## src/hw/typec_attach_pkg.sv

```systemverilog
// Package: register map, field positions, reset values and configurations of the attach block.
package typec_attach_pkg;

    // ****************************************
    // Bus geometry and answers
    // ****************************************
    localparam int unsigned ADDR_W      = 4;
    localparam logic [1:0]  RESP_OKAY   = 2'h0;
    localparam logic [1:0]  RESP_SLVERR = 2'h2;

    // ****************************************
    // Register offsets (byte addresses)
    // ****************************************
    localparam logic [ADDR_W-1:0] CTRL_OFS   = 4'h0;
    localparam logic [ADDR_W-1:0] STATUS_OFS = 4'h4;
    localparam logic [ADDR_W-1:0] PHY_OFS    = 4'h8;

    // ****************************************
    // Control register
    // ****************************************
    localparam int unsigned CTRL_EXT_MUX_BIT = 0;
    localparam logic        CTRL_EXT_MUX_RST = 1'b0;

    // ****************************************
    // Status register fields
    // ****************************************
    localparam int unsigned STAT_ATT_LSB   = 0;
    localparam int unsigned STAT_FLIP_LSB  = 3;
    localparam int unsigned STAT_CFG_LSB   = 5;
    localparam int unsigned STAT_POL_BIT   = 7;
    localparam int unsigned STAT_STRAP_BIT = 8;

    // ****************************************
    // PHY enable register fields
    // ****************************************
    localparam int unsigned PHY_CLK_LSB   = 0;
    localparam int unsigned PHY_LANEA_LSB = 4;
    localparam int unsigned PHY_LANEB_LSB = 8;

    // ****************************************
    // Receptacle configurations
    // ****************************************
    typedef enum logic [1:0] {
        CFG_EXT,
        CFG_MODE1,
        CFG_MODE2
    } cfg_t;

endpackage : typec_attach_pkg

```

## src/hw/port_decode.sv

```systemverilog
// Module: attach and orientation decode for one internally multiplexed port.
`timescale 1ns/10ps
module port_decode (
    input  wire logic mode2,
    input  wire logic pol_high,
    input  wire logic attach_raw,
    input  wire logic orient_raw,
    input  wire logic pair_a_raw,
    input  wire logic pair_b_raw,
    output logic      attached,
    output logic      flipped
);

    logic att_l;
    logic ori_l;
    logic a_l;
    logic b_l;

    // ****************************************
    // Decode
    // ****************************************
    always_comb
    begin
        // An input is active when its level equals the strapped polarity.
        att_l = attach_raw ~^ pol_high;
        ori_l = orient_raw ~^ pol_high;
        a_l   = pair_a_raw ~^ pol_high;
        b_l   = pair_b_raw ~^ pol_high;
        if (mode2)
        begin
            // Exactly one of the pair names the orientation; both or none is no attach.
            attached = a_l ^ b_l;
            flipped  = b_l & ~a_l;
        end
        else
        begin
            attached = att_l;
            flipped  = att_l & ori_l;
        end
    end

endmodule : port_decode

```

## src/hw/typec_attach_phy_enable.sv

```systemverilog
// Module: reversible-connector attach handling and 5 Gbps PHY enables with an AXI4-Lite slave.
// Function
// - Exactly three configurations exist: external lane mux, internal mux mode 1 and mode 2.
// - With the external mux, each port's attach input gates that port's PHY clock.
// - The active level of every attach and orientation input follows the polarity strap.
// - Internal mux mode 1 is chosen when the mode select input is low.
// - In mode 1 ports 1 and 2 combine attach and orientation inputs into attach and side.
// - In both internal modes only the lane matching attach and side is enabled.
// - Internal mux mode 2 is chosen when the mode select input is high.
// - In mode 2 the A and B pair of ports 1 and 2 gives attach and side.
//
// Register access over AXI4-Lite and the placing of the registers are this design's own decisions.
`timescale 1ns/10ps
module typec_attach_phy_enable (
    input  wire logic        aclk,
    input  wire logic        aresetn,
    input  wire logic [3:0]  awaddr,
    input  wire logic        awvalid,
    output logic             awready,
    input  wire logic [31:0] wdata,
    input  wire logic [3:0]  wstrb,
    input  wire logic        wvalid,
    output logic             wready,
    output logic [1:0]       bresp,
    output logic             bvalid,
    input  wire logic        bready,
    input  wire logic [3:0]  araddr,
    input  wire logic        arvalid,
    output logic             arready,
    output logic [31:0]      rdata,
    output logic [1:0]       rresp,
    output logic             rvalid,
    input  wire logic        rready,
    input  wire logic [2:0]  attach_in,
    input  wire logic [2:1]  orientation_in,
    input  wire logic [2:1]  lane_pair_detect_a_in,
    input  wire logic [2:1]  lane_pair_detect_b_in,
    input  wire logic        internal_mux_mode_sel,
    input  wire logic        input_polarity_sel,
    output logic [2:0]       phy_clk_en,
    output logic [2:1]       phy_lane_a_en,
    output logic [2:1]       phy_lane_b_en
);

    // ****************************************
    // State
    // ****************************************
    typedef struct packed {
        logic                   awready;
        logic                   wready;
        logic                   bvalid;
        logic [1:0]             bresp;
        logic                   arready;
        logic                   rvalid;
        logic [1:0]             rresp;
        logic [31:0]            rdata;
        logic                   aw_held;
        logic                   w_held;
        logic [3:0]             waddr;
        logic [31:0]            wdata;
        logic [3:0]             wstrb;
        logic                   ext_mux;
        logic                   pol_high;
        logic                   strap_done;
        typec_attach_pkg::cfg_t cfg;
        logic [2:0]             att;
        logic [2:1]             flip;
        logic [2:0]             clk_en;
        logic [2:1]             lane_a;
        logic [2:1]             lane_b;
    } state_t;

    localparam state_t RST_STATE = '{
        awready    : 1'b1,
        wready     : 1'b1,
        arready    : 1'b1,
        ext_mux    : typec_attach_pkg::CTRL_EXT_MUX_RST,
        cfg        : typec_attach_pkg::CFG_MODE1,
        default    : '0
    };

    state_t                 st_ff;
    state_t                 nxt_st;
    typec_attach_pkg::cfg_t cfg_now;
    logic [2:0]             att;
    logic [2:1]             flip;
    logic [31:0]            ctrl_word;
    logic [31:0]            status_word;
    logic [31:0]            phy_word;

    // ****************************************
    // Configuration select
    // ****************************************
    // The mode select pin is expected to be pulled low on the board when left open.
    always_comb
    begin
        if (st_ff.ext_mux)
            cfg_now = typec_attach_pkg::CFG_EXT;
        else if (internal_mux_mode_sel)
            cfg_now = typec_attach_pkg::CFG_MODE2;
        else
            cfg_now = typec_attach_pkg::CFG_MODE1;
    end

    // ****************************************
    // Input decode
    // ****************************************
    // Port 0 has only an attach input; it is never internally multiplexed.
    assign att[0] = attach_in[0] ~^ st_ff.pol_high;

    generate
        for (genvar p = 1; p <= 2; p++)
        begin : g_port
            port_decode u_dec (
                .mode2      (cfg_now == typec_attach_pkg::CFG_MODE2),
                .pol_high   (st_ff.pol_high),
                .attach_raw (attach_in[p]),
                .orient_raw (orientation_in[p]),
                .pair_a_raw (lane_pair_detect_a_in[p]),
                .pair_b_raw (lane_pair_detect_b_in[p]),
                .attached   (att[p]),
                .flipped    (flip[p])
            );
        end
    endgenerate

    // ****************************************
    // Read words
    // ****************************************
    assign ctrl_word   = {31'h0, st_ff.ext_mux};
    assign status_word = {23'h0, st_ff.strap_done, st_ff.pol_high, st_ff.cfg,
                          st_ff.flip, st_ff.att};
    assign phy_word    = {22'h0, st_ff.lane_b, 2'h0, st_ff.lane_a, 1'h0, st_ff.clk_en};

    // ****************************************
    // Next state
    // ****************************************
    always_comb
    begin
        nxt_st = st_ff;

        // The strap is caught on the first clock after reset release.
        if (!st_ff.strap_done)
        begin
            nxt_st.pol_high   = input_polarity_sel;
            nxt_st.strap_done = 1'b1;
        end

        nxt_st.cfg  = cfg_now;
        nxt_st.att  = att;
        nxt_st.flip = flip;
        case (cfg_now)
            typec_attach_pkg::CFG_EXT:
            begin
                // Lane choice is made by the outside mux, so only lane A is used.
                nxt_st.clk_en = att;
                nxt_st.lane_a = att[2:1];
                nxt_st.lane_b = 2'h0;
            end
            typec_attach_pkg::CFG_MODE1, typec_attach_pkg::CFG_MODE2:
            begin
                nxt_st.clk_en = att;
                nxt_st.lane_a = att[2:1] & ~flip;
                nxt_st.lane_b = att[2:1] & flip;
            end
            default:
            begin
                nxt_st.clk_en = 3'h0;
                nxt_st.lane_a = 2'h0;
                nxt_st.lane_b = 2'h0;
            end
        endcase
        // Until the polarity is known an idle input could look like an attach.
        if (!st_ff.strap_done)
        begin
            nxt_st.clk_en = 3'h0;
            nxt_st.lane_a = 2'h0;
            nxt_st.lane_b = 2'h0;
        end

        // Write channel: address and data are held until both are present.
        if (awvalid && st_ff.awready)
        begin
            nxt_st.aw_held = 1'b1;
            nxt_st.waddr   = awaddr;
        end
        if (wvalid && st_ff.wready)
        begin
            nxt_st.w_held = 1'b1;
            nxt_st.wdata  = wdata;
            nxt_st.wstrb  = wstrb;
        end
        if (st_ff.bvalid && bready)
            nxt_st.bvalid = 1'b0;
        if (st_ff.aw_held && st_ff.w_held && !st_ff.bvalid)
        begin
            nxt_st.aw_held = 1'b0;
            nxt_st.w_held  = 1'b0;
            nxt_st.bvalid  = 1'b1;
            nxt_st.bresp   = typec_attach_pkg::RESP_OKAY;
            case (st_ff.waddr)
                typec_attach_pkg::CTRL_OFS:
                begin
                    if (st_ff.wstrb[0])
                        nxt_st.ext_mux = st_ff.wdata[typec_attach_pkg::CTRL_EXT_MUX_BIT];
                end
                typec_attach_pkg::STATUS_OFS, typec_attach_pkg::PHY_OFS:
                begin
                    // Read-only registers ignore the write.
                end
                default:
                    nxt_st.bresp = typec_attach_pkg::RESP_SLVERR;
            endcase
        end
        nxt_st.awready = !nxt_st.aw_held && !nxt_st.bvalid;
        nxt_st.wready  = !nxt_st.w_held && !nxt_st.bvalid;

        // Read channel: one read under way at a time.
        if (st_ff.rvalid && rready)
            nxt_st.rvalid = 1'b0;
        if (arvalid && st_ff.arready)
        begin
            nxt_st.rvalid = 1'b1;
            nxt_st.rresp  = typec_attach_pkg::RESP_OKAY;
            case (araddr)
                typec_attach_pkg::CTRL_OFS:   nxt_st.rdata = ctrl_word;
                typec_attach_pkg::STATUS_OFS: nxt_st.rdata = status_word;
                typec_attach_pkg::PHY_OFS:    nxt_st.rdata = phy_word;
                default:
                begin
                    nxt_st.rdata = 32'h0;
                    nxt_st.rresp = typec_attach_pkg::RESP_SLVERR;
                end
            endcase
        end
        nxt_st.arready = !nxt_st.rvalid;
    end

    always_ff @(posedge aclk)
    begin
        if (!aresetn)
            st_ff <= RST_STATE;
        else
            st_ff <= nxt_st;
    end

    // ****************************************
    // Outputs
    // ****************************************
    assign awready       = st_ff.awready;
    assign wready        = st_ff.wready;
    assign bvalid        = st_ff.bvalid;
    assign bresp         = st_ff.bresp;
    assign arready       = st_ff.arready;
    assign rvalid        = st_ff.rvalid;
    assign rresp         = st_ff.rresp;
    assign rdata         = st_ff.rdata;
    assign phy_clk_en    = st_ff.clk_en;
    assign phy_lane_a_en = st_ff.lane_a;
    assign phy_lane_b_en = st_ff.lane_b;
endmodule : typec_attach_phy_enable

```

## config.mk

```make
export PLATFORM = sky130hd
export DESIGN_NAME = typec_attach_phy_enable
export DESIGN_NICKNAME = d
export VERILOG_FILES = /design/src/hw/typec_attach_pkg.sv /design/src/hw/port_decode.sv /design/src/hw/typec_attach_phy_enable.sv
export SDC_FILE = /design/constraint.sdc
export NUM_CORES = 1
export LEC_CHECK = 0
export BUFFER_PORTS_ARGS = -buffer_cell sky130_fd_sc_hd__buf_2
export CAP_MARGIN = 10
export CORE_ASPECT_RATIO = 0.9
export CORE_UTILIZATION = 30
export CTS_CLUSTER_DIAMETER = 50
export CTS_CLUSTER_SIZE = 14
export DETAILED_ROUTE_END_ITERATION = 16
export PLACE_DENSITY = 0.56
export SLEW_MARGIN = 20
export SYNTH_ARGS = -nofsm -noshare
export SYNTH_HDL_FRONTEND = slang
export SYNTH_SLANG_ARGS = --single-unit
```

## constraint.sdc

```tcl
create_clock -name aclk -period 2.64 [get_ports aclk]
set_clock_uncertainty 0.1 [all_clocks]
set_input_delay 0.132 -clock aclk [delete_from_list [all_inputs] [get_ports aclk]]
set_output_delay 0.132 -clock aclk [all_outputs]
set_load 0.05 [all_outputs]
```

==> impl_results.md <==
- Clock-pin slew on the worst setup and hold paths: 0.08 ns
- Worst-case clock buffer depth: 2
- First-pass GRT wire length: 6010 um
- Placed cell count: 330
- Gr ovfl total: 0
- Detail Placement HPWL: 2960 um
- DRC violations left: 0
- Initial core utilization: 0.319
- Initial antenna violation count: 0
- Top cell type by total area after synthesis: dfxtp_1
- Fraction of layout cells with a size suffix above 1: 0.250
- Synth top area share: 0.420
- Final instance area: 2250 um^2
- Routed WL: 3820 um
- Setup TNS: 0 ns
- Clock H-tree levels: 2
- Most common cell after layout, fill and taps aside: buf_2
- Leading post-synthesis cells by cell area: dfxtp_1 (42%), buf_4 (17%), nand2_1 (3.0%)
- Port Buf Inserts: 51
- Post-synthesis register bit count: 42
- TritonCTS Buffers: 5
- YS warnings: 0
- Final setup fails: 0
- Share of power burned in registers: 0.497
- Final period utilization: 0.732
- Worst Hold Path Cells: 3
- Worst path max stage delay: 0.47 ns
- Max-cap check violation count: 0
- Total GRT Usage: 0.112
- Most frequent cells in the layout: buf_2 (51), dfxtp_1 (42), conb_1 (24)
- Mapped Area: 2000 um^2
- CORE AREA: 6280 um^2
- Status: complete, no violations
- Critical Path RT: 2.75 ns
- Routability Congestion: 0.732
- IO Pins: 110
- Largest delay share family, worst path: simple AND/OR/NAND/NOR gates
- Row count: 27
- IR drop worst, VDD: 188 uV
- Fillers: 664
- Mapped Cells: 216
- Initial DRC Count: 98
- Die area: 7000 um^2
- Nature of the critical path startpoint: register
- Switching pwr: 425 uW
- Stages on worst setup path: 6
- Pwr Density: 612 nW/um^2
- Fin. max-slew vios: 0
- Final Critical Period: 1.93 ns
- Pleak: 0.00105 uW
- Max Fanout on Critical Path: 9
- Worst r2r path cells: 6
- Vias post-DR: 1,452
- CP Capture Type: register
- Critical Path, Cell by Cell: nand2b_1 -> inv_1 -> ha_1 -> and3b_1 -> o21ai_0 -> a211oi_2
- Via density: 4.23
- Ant. Diodes: 0
- RSZ-0062 raised after global routing: no
- Post-route ant nets: 0
- Hold crit path type: input port to register
- Die H: 79.5 um
- Sw Share: 0.308
- Largest net degree at the start of global routing: 18
- Clock Latency Late Sink: 0.29 ns
- Post-synth cell types: 37
- Setup Fix Bufs, Post-CTS: 0
- Slew HR: 0.554
- Clock power frac: 0.299
- Root buf cell: clkbuf_8
- Fin nets: 321
- Int Power: 955 uW
- Vias in the first global route: 1,240
- Post-synthesis sequential area ratio: 0.420
- Post-layout power: 1380 uW
- Clock net sink count: 42
- Logic pwr share: 0.205
- Pre-CTS setup slack: 0.748 ns
- Final WS setup: 0.706 ns
- Drt first pass iters: 4
- Non-filler instance count after layout: 343
- Final hold vios: 0
- Fmax achieved: 517 MHz
- Critical path buffers and inverters: 1
- Crit Path Category: register to register
- CTS tree: built
- Die span in x: 88.1 um
- WL/cell: 11.1 um
- Crit path arrival time: 2.05 ns
- Worst-margin pin slew: 0.667 ns
- Syn Area/Cell: 9.27 um^2
- Area growth syn-to-layout: 12.6%
- Slowest-stage cell, CP: dfxtp_1
- DP Area: 2110 um^2
metrics by stage:
stage          utilization  hold slack [ns]
2_1_floorplan            -           0.0597
6_report             0.359          0.00200
5_1_grt              0.359          0.00651
3_3_place_gp         0.336            0.275
3_5_place_dp         0.336            0.288
4_1_cts              0.359          0.00170
state kept, by name, indices dropped and copies added, names as in the netlist, 2 cells and up:
name and count:
st_ff 17, rdata 10, phy_clk_en 3, phy_lane_a_en 2, phy_lane_b_en 2
cells in the mapped netlist, drive strengths merged:
library cell / n
a21oi: 8
and4: 2
xnor2: 3
or3: 2
clkbuf: 3
dfxtp: 42
xor2: 4
nor2: 12
conb: 1
nand4: 2
and4bb: 1
a32oi: 3
nor2b: 6
nor4: 1
a22oi: 5
nand2b: 4
o311a: 1
o21ai: 6
o2bb2ai: 5
buf: 45
a211oi: 3
and3b: 2
nand3: 10
a2bb2oi: 1
a31oi: 2
inv: 5
nand2: 16
nor3b: 4
or2: 1
o211a: 2
mux2: 1
mux2i: 4
ha: 4
and2: 5
kinds of logic (layout without fill, tap and decap cells):
logic type / after synthesis / in the layout / synth area share
buf+inv: 53 / 70 / 0.182
compound gates: 36 / 36 / 0.128
mux: 5 / 5 / 0.0275
xor+xnor: 7 / 7 / 0.0306
fa+ha+maj: 4 / 4 / 0.0250
simple gates: 68 / 68 / 0.184
flops: 42 / 42 / 0.420
other cells: 1 / 24 / 0.00187
final cells by class:
class,count,area (um^2),area share
Timing Repair Buffer,57,313,0.139
Sequential cell,42,841,0.373
Clock buffer,7,86.3,0.0383
Inverter,5,18.8,0.00832
Tap cell,87,109,0.0483
Multi-Input combinational cell,144,882,0.391
Clock inverter,1,5.00,0.00222
path summary, 6_finish.rpt:
kind	start	to	slack [ns]
worst min-delay path	wdata[0]	st_ff[21]	0.002
worst min register to register	rdata[9]	rdata[9]	0.35
worst max-delay path	ctrl_word[0]	phy_lane_a_en[2]	0.71
worst max register to register	ctrl_word[0]	phy_lane_a_en[2]	0.71
routing by layer:
metal	share of wire	up-vias	track usage
met3	0.056	4	0.0238
met5	0	-	0
met2	0.40	56	0.160
met4	0.010	0	0.0387
met1	0.54	636	0.164
li1	-	756	-
power groups by stage:
| stage | combinational (uW) | clock, uW | sequential [uW] |
|---|---|---|---|
| floorplan | 236 | 0 | 714 |
| global placement | 276 | 0 | 700 |
| detailed placement | 277 | 0 | 701 |
| CTS | 283 | 429 | 686 |
| global route | 306 | 466 | 689 |
| finish | 282 | 412 | 686 |
worst reg2reg max path, stage by stage, from the launching register on:
cell,delay [ns]
dfxtp_1,0.47
nand2b_1,0.38
inv_1,0.08
ha_1,0.18
and3b_1,0.31
o21ai_0,0.18
a211oi_2,0.17
timing repair:
| item | 4_1_cts | 5_1_grt |
|---|---|---|
| gates resized for setup | 0 | 0 |
| hold buffers | 5 | 0 |
| hold endpoints to repair | 5 | 0 |
Note: power is estimated with default switching activity, not from simulation.
